[src/pkg/rsc_pkg.sv]
package rsc_pkg;

  // ****************************************
  // Widths and timing
  // ****************************************
  localparam int RSC_CNT_W = 16;
  localparam int RSC_SYNC_W = 2;
  localparam int RSC_SYNC_CLK = 0;
  localparam int RSC_SYNC_GATE = 1;
  localparam int RSC_SYS_CLK_NS = 50;

  // ****************************************
  // Counter values
  // ****************************************
  localparam logic [15:0] RSC_CNT_RST = 16'h0000;
  localparam logic [15:0] RSC_BIN_TOP = 16'hffff;
  localparam logic [15:0] RSC_BCD_TOP = 16'h9999;
  localparam logic [15:0] RSC_CNT_ONE = 16'h0001;
  localparam logic [15:0] RSC_CNT_TWO = 16'h0002;
  localparam logic [3:0] RSC_BCD_TEN = 4'ha;

  // ****************************************
  // Counting modes
  // ****************************************
  typedef enum logic [2:0] {
    RSC_M_TERM = 3'b000,
    RSC_M_ONESHOT = 3'b001,
    RSC_M_RATE = 3'b010,
    RSC_M_SQUARE = 3'b011,
    RSC_M_SWSTROBE = 3'b100,
    RSC_M_HWSTROBE = 3'b101
  } rsc_mode_t;

  localparam rsc_mode_t RSC_MODE_RST = RSC_M_HWSTROBE;
  localparam logic RSC_OUT_RST = 1'b1;

endpackage : rsc_pkg

[src/rtl/rsc_dec.sv]
`timescale 1ns/100ps

module rsc_dec
  import rsc_pkg::*;
(
  input wire logic [RSC_CNT_W-1:0] val_i,
  input wire logic bcd_i,
  input wire logic by_two_i,
  output logic [RSC_CNT_W-1:0] val_o
);

  // ****************************************
  // Binary and decimal step down
  // ****************************************
  localparam int DIGITS = RSC_CNT_W / 4;

  logic [RSC_CNT_W-1:0] bin_w;
  logic [RSC_CNT_W-1:0] bcd_w;
  logic [DIGITS:0] borrow_w;
  logic [1:0] step_w;

  assign step_w = by_two_i ? 2'd2 : 2'd1;
  assign bin_w = val_i - {{(RSC_CNT_W-2){1'b0}}, step_w};
  assign borrow_w[0] = 1'b0;

  // Each digit rolls 0 to 9
  genvar g;
  generate
    for (g = 0; g < DIGITS; g++) begin : g_digit
      logic [3:0] dig_w;
      logic [3:0] sub_w;
      logic [3:0] raw_w;
      assign dig_w = val_i[4*g +: 4];
      assign sub_w = (g == 0) ? {2'b00, step_w} : {3'b000, borrow_w[g]};
      assign borrow_w[g+1] = (dig_w < sub_w);
      assign raw_w = dig_w - sub_w;
      assign bcd_w[4*g +: 4] = borrow_w[g+1] ? raw_w + RSC_BCD_TEN : raw_w;
    end
  endgenerate

  assign val_o = bcd_i ? bcd_w : bin_w;

endmodule : rsc_dec

[src/rtl/rsc_counter.sv]
`timescale 1ns/100ps

// Function
// - Hardware strobe mode: output idles high, strobes low one pulse at expiry.
// - Hardware strobe mode waits for trigger, loads next pulse without decrement, N+1 pulses.
// - In modes 1,2,3,5 every trigger reloads the initial count on the next count pulse.
// - In strobe mode the trigger never changes the output level directly.
// - In modes 1 and 5 a new count mid-sequence only takes effect on a later trigger.
// - Gate sampled on count clock rise; level enables counting in 0,2,3,4.
// - Gate rising edge starts counting in 1,2,3,5; one-shot output low next pulse.
// - Gate rise sets capture flop, sampled and cleared on next count clock rise.
// - Modes 2 and 3: gate low stops counting and forces output high at once.
// - Least initial count is 1, or 2 in modes 2 and 3.
// - Initial count zero acts as 2^16 binary or 10^4 decimal.
// - Mode write resets control logic and sets output to initial level at once.
// - Loading and decrementing happen on count clock falling edge.
// - Modes 0,1,4,5 wrap from zero to FFFF or 9999 and continue.
// - Modes 2 and 3 reload the initial count at period end, forever.
// - A pulse is count clock rise then fall; trigger is gate rise.
module rsc_counter
  import rsc_pkg::*;
(
  input wire logic sys_clk_i,
  input wire logic reset_i,
  input wire logic cnt_clk_i,
  input wire logic gate_i,
  input wire logic mode_wr_i,
  input wire logic [2:0] mode_i,
  input wire logic bcd_i,
  input wire logic count_wr_i,
  input wire logic [RSC_CNT_W-1:0] count_i,
  output logic out_o,
  output logic [RSC_CNT_W-1:0] count_o
);

  // ****************************************
  // Pin synchronisers
  // ****************************************
  logic [RSC_SYNC_W-1:0] pin_w;
  logic [RSC_SYNC_W-1:0] s1_q;
  logic [RSC_SYNC_W-1:0] s2_q;
  logic [RSC_SYNC_W-1:0] s3_q;
  logic [RSC_SYNC_W-1:0] lvl_q;
  logic [RSC_SYNC_W-1:0] lvl_d;

  assign pin_w = {gate_i, cnt_clk_i};
  genvar g;
  generate
    for (g = 0; g < RSC_SYNC_W; g++) begin : g_sync
      assign lvl_d[g] = (s2_q[g] == s3_q[g]) ? s3_q[g] : lvl_q[g];
      always_ff @(posedge sys_clk_i or posedge reset_i) begin
        if (reset_i) begin
          s1_q[g] <= 1'b0;
          s2_q[g] <= 1'b0;
          s3_q[g] <= 1'b0;
          lvl_q[g] <= 1'b0;
        end else begin
          s1_q[g] <= pin_w[g];
          s2_q[g] <= s1_q[g];
          s3_q[g] <= s2_q[g];
          lvl_q[g] <= lvl_d[g];
        end
      end
    end
  endgenerate

  // ****************************************
  // Edges and decode
  // ****************************************
  logic cnt_rise_w;
  logic cnt_fall_w;
  logic gate_rise_w;
  logic gate_lvl_w;
  assign cnt_rise_w = lvl_d[RSC_SYNC_CLK] & ~lvl_q[RSC_SYNC_CLK];
  assign cnt_fall_w = ~lvl_d[RSC_SYNC_CLK] & lvl_q[RSC_SYNC_CLK];
  assign gate_rise_w = lvl_d[RSC_SYNC_GATE] & ~lvl_q[RSC_SYNC_GATE];
  assign gate_lvl_w = lvl_q[RSC_SYNC_GATE];
  rsc_mode_t mode_q;
  logic bcd_q;
  logic [RSC_CNT_W-1:0] cr_q;
  logic [RSC_CNT_W-1:0] cnt_q;
  logic out_q;
  logic have_q;
  logic pending_q;
  logic started_q;
  logic armed_q;
  logic tail_q;
  logic trig_flag_q;
  logic trig_smp_q;
  logic gate_s_q;
  rsc_mode_t mode_new_w;
  logic is15_w;
  logic is23_w;
  logic load_w;
  logic en_w;
  logic exp3_w;
  logic init_out_w;
  logic [RSC_CNT_W-1:0] ld_val_w;
  logic [RSC_CNT_W-1:0] dec_w;
  // Codes 6 and 7 alias modes 2 and 3
  assign mode_new_w = (mode_i[2:1] == 2'b11) ? rsc_mode_t'({1'b0, mode_i[1:0]}) :
                      rsc_mode_t'(mode_i);
  assign init_out_w = (mode_new_w != RSC_M_TERM);
  assign is15_w = (mode_q == RSC_M_ONESHOT) || (mode_q == RSC_M_HWSTROBE);
  assign is23_w = (mode_q == RSC_M_RATE) || (mode_q == RSC_M_SQUARE);
  // Edge trigger in 1,2,3,5; hardware strobe mode waits for it
  assign load_w = is15_w ? (trig_smp_q & have_q) :
                  is23_w ? ((pending_q & ~started_q) | (trig_smp_q & have_q)) :
                  pending_q;
  assign en_w = is15_w | gate_s_q;
  assign ld_val_w = (mode_q == RSC_M_SQUARE) ? {cr_q[RSC_CNT_W-1:1], 1'b0} : cr_q;
  assign exp3_w = tail_q | ((cnt_q == RSC_CNT_TWO) & ~(cr_q[0] & out_q));
  // Zero steps down to the top value, giving full range
  rsc_dec u_dec (
    .val_i(cnt_q),
    .bcd_i(bcd_q),
    .by_two_i(mode_q == RSC_M_SQUARE),
    .val_o(dec_w)
  );

  // ****************************************
  // Gate sampling
  // ****************************************
  always_ff @(posedge sys_clk_i or posedge reset_i) begin
    if (reset_i) begin
      trig_flag_q <= 1'b0;
      trig_smp_q <= 1'b0;
      gate_s_q <= 1'b0;
    end else if (mode_wr_i) begin
      trig_flag_q <= 1'b0;
      trig_smp_q <= 1'b0;
    end else begin
      if (gate_rise_w) begin
        trig_flag_q <= 1'b1;
      end else if (cnt_rise_w) begin
        trig_flag_q <= 1'b0;
      end
      if (cnt_rise_w) begin
        trig_smp_q <= trig_flag_q;
        gate_s_q <= gate_lvl_w;
      end else if (cnt_fall_w) begin
        trig_smp_q <= 1'b0;
      end
    end
  end

  // ****************************************
  // Counting element
  // ****************************************
  always_ff @(posedge sys_clk_i or posedge reset_i) begin
    if (reset_i) begin
      mode_q <= RSC_MODE_RST;
      bcd_q <= 1'b0;
      cr_q <= RSC_CNT_RST;
      cnt_q <= RSC_CNT_RST;
      out_q <= RSC_OUT_RST;
      have_q <= 1'b0;
      pending_q <= 1'b0;
      started_q <= 1'b0;
      armed_q <= 1'b0;
      tail_q <= 1'b0;
    end else if (mode_wr_i) begin
      // Immediate control reset
      mode_q <= mode_new_w;
      bcd_q <= bcd_i;
      out_q <= init_out_w;
      have_q <= 1'b0;
      pending_q <= 1'b0;
      started_q <= 1'b0;
      armed_q <= 1'b0;
      tail_q <= 1'b0;
    end else begin
      if (cnt_fall_w && load_w) begin
        cnt_q <= ld_val_w;
        started_q <= 1'b1;
        pending_q <= 1'b0;
        armed_q <= 1'b1;
        tail_q <= 1'b0;
        if (mode_q == RSC_M_ONESHOT) begin
          out_q <= 1'b0;
        end else if (mode_q != RSC_M_TERM) begin
          out_q <= 1'b1;
        end
      end else if (cnt_fall_w && started_q && en_w) begin
        unique case (mode_q)
          RSC_M_TERM: begin
            cnt_q <= dec_w;
            if (cnt_q == RSC_CNT_ONE) begin
              out_q <= 1'b1;
            end
          end
          RSC_M_ONESHOT: begin
            cnt_q <= dec_w;
            if (cnt_q == RSC_CNT_ONE && armed_q) begin
              out_q <= 1'b1;
              armed_q <= 1'b0;
            end
          end
          RSC_M_RATE: begin
            // Count below 2 is host error here
            if (cnt_q == RSC_CNT_ONE) begin
              cnt_q <= cr_q;
              out_q <= 1'b1;
              pending_q <= 1'b0;
            end else begin
              cnt_q <= dec_w;
              if (cnt_q == RSC_CNT_TWO) begin
                out_q <= 1'b0;
              end
            end
          end
          RSC_M_SQUARE: begin
            if (exp3_w) begin
              cnt_q <= ld_val_w;
              out_q <= ~out_q;
              tail_q <= 1'b0;
              pending_q <= 1'b0;
            end else begin
              cnt_q <= dec_w;
              tail_q <= (cnt_q == RSC_CNT_TWO) & cr_q[0] & out_q;
            end
          end
          RSC_M_SWSTROBE,
          RSC_M_HWSTROBE: begin
            cnt_q <= dec_w;
            if (!out_q) begin
              out_q <= 1'b1;
            end else if (cnt_q == RSC_CNT_ONE && armed_q) begin
              out_q <= 1'b0;
              armed_q <= 1'b0;
            end
          end
          default: begin
            cnt_q <= cnt_q;
          end
        endcase
      end
      // Gate low in periodic modes forces output high
      if (is23_w && !gate_lvl_w) begin
        out_q <= 1'b1;
      end
      if (count_wr_i) begin
        cr_q <= count_i;
        have_q <= 1'b1;
        pending_q <= 1'b1;
        if (mode_q == RSC_M_TERM) begin
          out_q <= 1'b0;
        end
      end
    end
  end

  assign out_o = out_q;
  assign count_o = cnt_q;

  // ****************************************
  // Checks
  // ****************************************
  a_strobe_one_pulse: assert property (@(posedge sys_clk_i) disable iff (reset_i)
    (mode_q == RSC_M_HWSTROBE && !out_q && cnt_fall_w && !mode_wr_i) |=> out_q)
    else $error("strobe lasted more than one pulse");
  a_mode_write_init: assert property (@(posedge sys_clk_i) disable iff (reset_i)
    mode_wr_i |=> (out_q == $past(init_out_w) && !started_q && !pending_q))
    else $error("mode write did not reset channel");
  a_trig_capture: assert property (@(posedge sys_clk_i) disable iff (reset_i)
    (gate_rise_w && !mode_wr_i) |=> trig_flag_q)
    else $error("trigger edge not captured");
  a_gate_low_high: assert property (@(posedge sys_clk_i) disable iff (reset_i)
    (is23_w && !gate_lvl_w && !mode_wr_i && !(count_wr_i && mode_q == RSC_M_TERM))
    |=> out_q)
    else $error("gate low did not force output high");
  a_gate_blocks_dec: assert property (@(posedge sys_clk_i) disable iff (reset_i)
    (cnt_fall_w && !load_w && !gate_s_q && !is15_w && !mode_wr_i) |=> $stable(cnt_q))
    else $error("counted with gate low");
  a_fall_only_load: assert property (@(posedge sys_clk_i) disable iff (reset_i)
    !cnt_fall_w |=> $stable(cnt_q))
    else $error("count changed off falling edge");
  a_trig_reload: assert property (@(posedge sys_clk_i) disable iff (reset_i)
    (mode_q == RSC_M_HWSTROBE && cnt_fall_w && trig_smp_q && have_q && !mode_wr_i)
    |=> cnt_q == $past(cr_q))
    else $error("trigger did not reload count");
  a_trig_no_out: assert property (@(posedge sys_clk_i) disable iff (reset_i)
    (mode_q == RSC_M_HWSTROBE && !cnt_fall_w && !mode_wr_i) |=> $stable(out_q))
    else $error("gate changed strobe output");
  a_wrap_top: assert property (@(posedge sys_clk_i) disable iff (reset_i)
    (is15_w && cnt_fall_w && started_q && !load_w && cnt_q == RSC_CNT_RST && !mode_wr_i)
    |=> cnt_q == ($past(bcd_q) ? RSC_BCD_TOP : RSC_BIN_TOP))
    else $error("counter did not wrap to top");
  a_rate_reload: assert property (@(posedge sys_clk_i) disable iff (reset_i)
    (mode_q == RSC_M_RATE && cnt_fall_w && started_q && gate_s_q && !load_w
     && cnt_q == RSC_CNT_ONE && !mode_wr_i) |=> (cnt_q == $past(cr_q) && out_q))
    else $error("rate mode did not reload");

endmodule : rsc_counter

[config.mk]
export PLATFORM = sky130hd
export DESIGN_NAME = rsc_counter
export DESIGN_NICKNAME = d
export VERILOG_FILES = /design/src/pkg/rsc_pkg.sv /design/src/rtl/rsc_dec.sv /design/src/rtl/rsc_counter.sv
export SDC_FILE = /design/constraint.sdc
export NUM_CORES = 1
export LEC_CHECK = 0
export BUFFER_PORTS_ARGS = -buffer_cell sky130_fd_sc_hd__buf_2
export CORE_MARGIN = 4
export CORE_UTILIZATION = 33
export DETAILED_ROUTE_END_ITERATION = 8
export GPL_TIMING_DRIVEN = 0
export PLACE_DENSITY_LB_ADDON = 0.25
export SKIP_LAST_GASP = 1
export SYNTH_ARGS = -nofsm -noshare
export SYNTH_HDL_FRONTEND = slang
export SYNTH_HIERARCHICAL = 1
export SYNTH_SLANG_ARGS = --single-unit
[constraint.sdc]
create_clock -name sys_clk_i -period 4.7 [get_ports sys_clk_i]
set_clock_uncertainty 0.05 [all_clocks]
set_input_delay 0.235 -clock sys_clk_i [delete_from_list [all_inputs] [get_ports sys_clk_i]]
set_output_delay 0.235 -clock sys_clk_i [all_outputs]
set_load 0.02 [all_outputs]
==> results.ini <==
[clock_tree]
root_buffer=sky130_fd_sc_hd__clkbuf_8
cts_made_buffers=5
cts_tree=done
worst_skew_pair.late_latency_ps=320
worst_setup_hold_path_clk_slew_ps=110
maximum_number_of_buffers_from_clock_root_to_sink=2
cts-htree-levels=2
tritoncts_num_sinks=53

[floorplan]
initial_standard_cell_utilization_of_the_core_pct=34.4
fp.dieArea_um2=12700
io-pin-count=43
die-width_um=113
placeableCoreArea_um2=10500
floorplan.die.height_um=113
rows=37

[route]
initialDrtViolationCount=205
first_pass_iters=4
drtAntennaViolNets=0
drc_errors=0
via_count=3101
vias_cell=5.34
routed_wl_um=9360
wire_per_inst_um=16.1

[run_status]
status=finished clean

[placement]
dpl_worst_slack_ps=-532
hpwlAfterDp_um=6850
placed_cells_incl_taps=548
port-buffer-count=41
placedInstanceArea_um2=4050
finalWeightedCongestion=0.826

[layout]
antennaDiodeCount=0
final_instance_count_without_filler_cells=581
area_of_the_multi_input_gates_um2=2210
post_route_cells_drive_above_1_share_pct=33.3
final_nets=483
layout.filler_cells=1042
final_cell_area_um2=4450
area.sequential_um2=1330
layout-area-overhead-vs-synth_pct=23.2
final_core_util_pct=42.4

[logic_synthesis]
netlist_area_um2=3610
synth_edf_count=0
synth.net_count=409
post_synth_inst_count=370
syn_area_per_cell_um2=9.76
synth-seq-area-share_pct=36.8
ys_seq_elements=53
count_of_warnings_emitted_by_yosys=6
synth_top_flop_cell=sky130_fd_sc_hd__dfrtp_1
synth.lib_cells_used.distinct=66
async_reset_ff_share_pct=100

[critical_path]
timing.setup.critical_path_class=reg -> reg
critical_path.cell_chain=nand3b_4, inv_2, inv_4, ha_4, inv_1, fa_2, nor3_4, ha_4, ha_4, nor3b_4, ha_2, ha_4, nor3b_4, ha_2, nand2b_4, xnor2_4, ha_2, or4b_4, nand3_2, o31a_1, nand4_1, a31oi_1
crit_path_frequent_cell=sky130_fd_sc_hd__ha_4
startpoint_type=flop
max_fanout_on_critical_path=3
timing.critical_path.max_delay_family=adder cells
timing.critical_path.arrival_ps=4580
crit_required_ps=4890
slowest_delay_ps=560
worst-path-buf-inv=3
critical_path.endpoint_type=flop
cell_at_the_slowest_stage_of_the_critical_path=sky130_fd_sc_hd__dfstp_2

[sta]
max-slew-margin-rel_pct=62.5
post-route-worst-setup-slack_ps=315
finalHoldViolations=0
worst_pin_slew_ps=562
totalNegativeSetupSlack_ps=0
rsz0062_at_grt=false
finalSetupViolations=0
fin_crit_sh_pct=93.3
slew_viol_final=0
max_freq_mhz=228
timing.final.crit_period_ps=4380
holdWs_ps=20.6

[pwr]
power.ir.vdd_worst_mv=0.157
p_per_area_nw_per_um2=447
report.power.total_mw=1.99
p_leak_nw=1.92

[global_routing]
track_usage_pct=15.0
pin_count_of_the_biggest_net_entering_global_routing=38
vias_in_the_first_global_route=3119
global_route.overflow_total=0
first_pass_grt_wire_length_um=15700
antenna_found_initial=0

[worst_hold_path]
min_path_type=in -> reg

[job]
max_cap_violations=0

cell usage in the layout (no fill, tap or decap), types with 3 or more instances in the layout:
| cell type | instances |
|---|---|
| sky130_fd_sc_hd__a21oi_1 | 9 |
| sky130_fd_sc_hd__a31oi_1 | 18 |
| sky130_fd_sc_hd__buf_2 | 47 |
| sky130_fd_sc_hd__buf_4 | 23 |
| sky130_fd_sc_hd__buf_6 | 6 |
| sky130_fd_sc_hd__clkbuf_1 | 11 |
| sky130_fd_sc_hd__clkbuf_8 | 5 |
| sky130_fd_sc_hd__dfrtp_1 | 50 |
| sky130_fd_sc_hd__dfstp_2 | 3 |
| sky130_fd_sc_hd__dlygate4sd3_1 | 3 |
| sky130_fd_sc_hd__ha_1 | 4 |
| sky130_fd_sc_hd__ha_2 | 3 |
| sky130_fd_sc_hd__ha_4 | 5 |
| sky130_fd_sc_hd__inv_1 | 17 |
| sky130_fd_sc_hd__mux2_2 | 20 |
| sky130_fd_sc_hd__mux2i_1 | 6 |
| sky130_fd_sc_hd__nand2_1 | 17 |
| sky130_fd_sc_hd__nand2b_1 | 3 |
| sky130_fd_sc_hd__nand3_1 | 4 |
| sky130_fd_sc_hd__nand4_1 | 21 |
| sky130_fd_sc_hd__nor2_1 | 39 |
| sky130_fd_sc_hd__nor2b_1 | 5 |
| sky130_fd_sc_hd__nor3_1 | 5 |
| sky130_fd_sc_hd__nor4_1 | 3 |
| sky130_fd_sc_hd__nor4_4 | 3 |
| sky130_fd_sc_hd__nor4b_1 | 4 |
| sky130_fd_sc_hd__o21ai_0 | 10 |
| sky130_fd_sc_hd__o31ai_1 | 15 |
| sky130_fd_sc_hd__or2_2 | 3 |
| sky130_fd_sc_hd__or4_1 | 4 |
| sky130_fd_sc_hd__xnor2_1 | 14 |
| sky130_fd_sc_hd__xor2_1 | 5 |
metal layers:
layer,vias to the layer above,track usage (%),share of wire [%]
li1,1525,-,-
met1,1509,21.0,49
met2,59,24.2,46
met3,8,2.53,3.9
met4,0,3.45,1.1
met5,-,0,0
power by group:
part           internal [mW]  switching (mW)
clock                  0.108           0.170
combinational          0.456           0.516
sequential             0.554           0.185
cell families (layout without fill, tap and decap cells):
| group | after synthesis | after routing | share of synthesized area, % |
|---|---|---|---|
| adder cells (fa/ha/maj) | 14 | 14 | 4.99 |
| flip-flops | 53 | 53 | 36.8 |
| XOR/XNOR | 20 | 20 | 4.85 |
| buffers and inverters | 45 | 120 | 6.17 |
| AO/OA/AOI/OAI | 81 | 81 | 17.4 |
| AND/OR/NAND/NOR | 131 | 131 | 21.9 |
| multiplexers | 26 | 26 | 7.90 |
path summary, 6_finish.rpt:
kind / startpoint / end / slack (ps) / cells after the start
max in group asynchronous: reset_i / count_o[9] / 3690 / 4
min: mode_i[1] / mode_q[2] / 20 / 2
min reg2reg: s1_q[0] / s2_q[0] / 310 / 0
max: mode_q[2] / count_o[15] / 320 / 22
min in group asynchronous: reset_i / gate_s_q / 370 / 3
max reg2reg: mode_q[2] / count_o[15] / 320 / 22
state kept, by name, summed over array words and instances, names as in the netlist:
register,count
have_q,1
s3_q,2
tail_q,1
mode_q,3
cr_q,16
started_q,1
trig_smp_q,1
s2_q,2
gate_s_q,1
pending_q,1
out_o,1
lvl_q,1
armed_q,1
bcd_q,1
gate_lvl_w,1
s1_q,2
trig_flag_q,1
count_o,16
layout make-up:
type                       instances  area share [%]
buffer                            24            3.20
clock buffer                       5            1.55
clock inverter                     3           0.562
inverter                          20            1.74
multi-input combinational        272            49.6
sequential                        53            29.9
tap                              136            3.82
timing repair buffer              68            9.61
synthesized netlist by cell type, types with 2 or more instances:
master | n | area [µm²]
sky130_fd_sc_hd__inv_1 | 20 | 75.1
sky130_fd_sc_hd__o32a_1 | 2 | 20.0
sky130_fd_sc_hd__nor4_4 | 3 | 63.8
sky130_fd_sc_hd__o21ai_0 | 10 | 50.1
sky130_fd_sc_hd__nor2_1 | 39 | 146
sky130_fd_sc_hd__o2111ai_1 | 2 | 17.5
sky130_fd_sc_hd__a211oi_1 | 2 | 15.0
sky130_fd_sc_hd__nor2b_1 | 5 | 31.3
sky130_fd_sc_hd__a31oi_1 | 18 | 113
sky130_fd_sc_hd__o211ai_2 | 2 | 25.0
sky130_fd_sc_hd__or2_2 | 3 | 18.8
sky130_fd_sc_hd__buf_2 | 7 | 35.0
sky130_fd_sc_hd__o31ai_1 | 15 | 113
sky130_fd_sc_hd__o21a_1 | 2 | 15.0
sky130_fd_sc_hd__or4_1 | 4 | 30.0
sky130_fd_sc_hd__nor3_1 | 6 | 30.0
sky130_fd_sc_hd__a21oi_1 | 9 | 45.0
sky130_fd_sc_hd__mux2i_1 | 6 | 60.1
sky130_fd_sc_hd__dfrtp_1 | 50 | 1250
sky130_fd_sc_hd__nor4_1 | 3 | 18.8
sky130_fd_sc_hd__nand2_1 | 17 | 63.8
sky130_fd_sc_hd__and3_1 | 2 | 12.5
sky130_fd_sc_hd__o2bb2ai_1 | 2 | 17.5
sky130_fd_sc_hd__nand2b_1 | 4 | 25.0
sky130_fd_sc_hd__nor4b_1 | 4 | 35.0
sky130_fd_sc_hd__buf_6 | 6 | 67.6
sky130_fd_sc_hd__nand3_1 | 5 | 25.0
sky130_fd_sc_hd__ha_1 | 12 | 150
sky130_fd_sc_hd__clkbuf_1 | 11 | 41.3
sky130_fd_sc_hd__mux2_2 | 20 | 225
sky130_fd_sc_hd__dfstp_2 | 3 | 78.8
sky130_fd_sc_hd__nand4_1 | 21 | 131
sky130_fd_sc_hd__xor2_1 | 5 | 43.8
sky130_fd_sc_hd__nor3b_1 | 4 | 30.0
sky130_fd_sc_hd__xnor2_1 | 15 | 131
repair_timing:
action,4_1_cts,5_1_grt
setup buffers,21,2
pin swaps,7,7
setup endpoints to repair,3,1
hold endpoints to repair,15,0
hold buffers,3,0
resized for setup,12,7
Note: power is estimated with default switching activity, not from simulation.
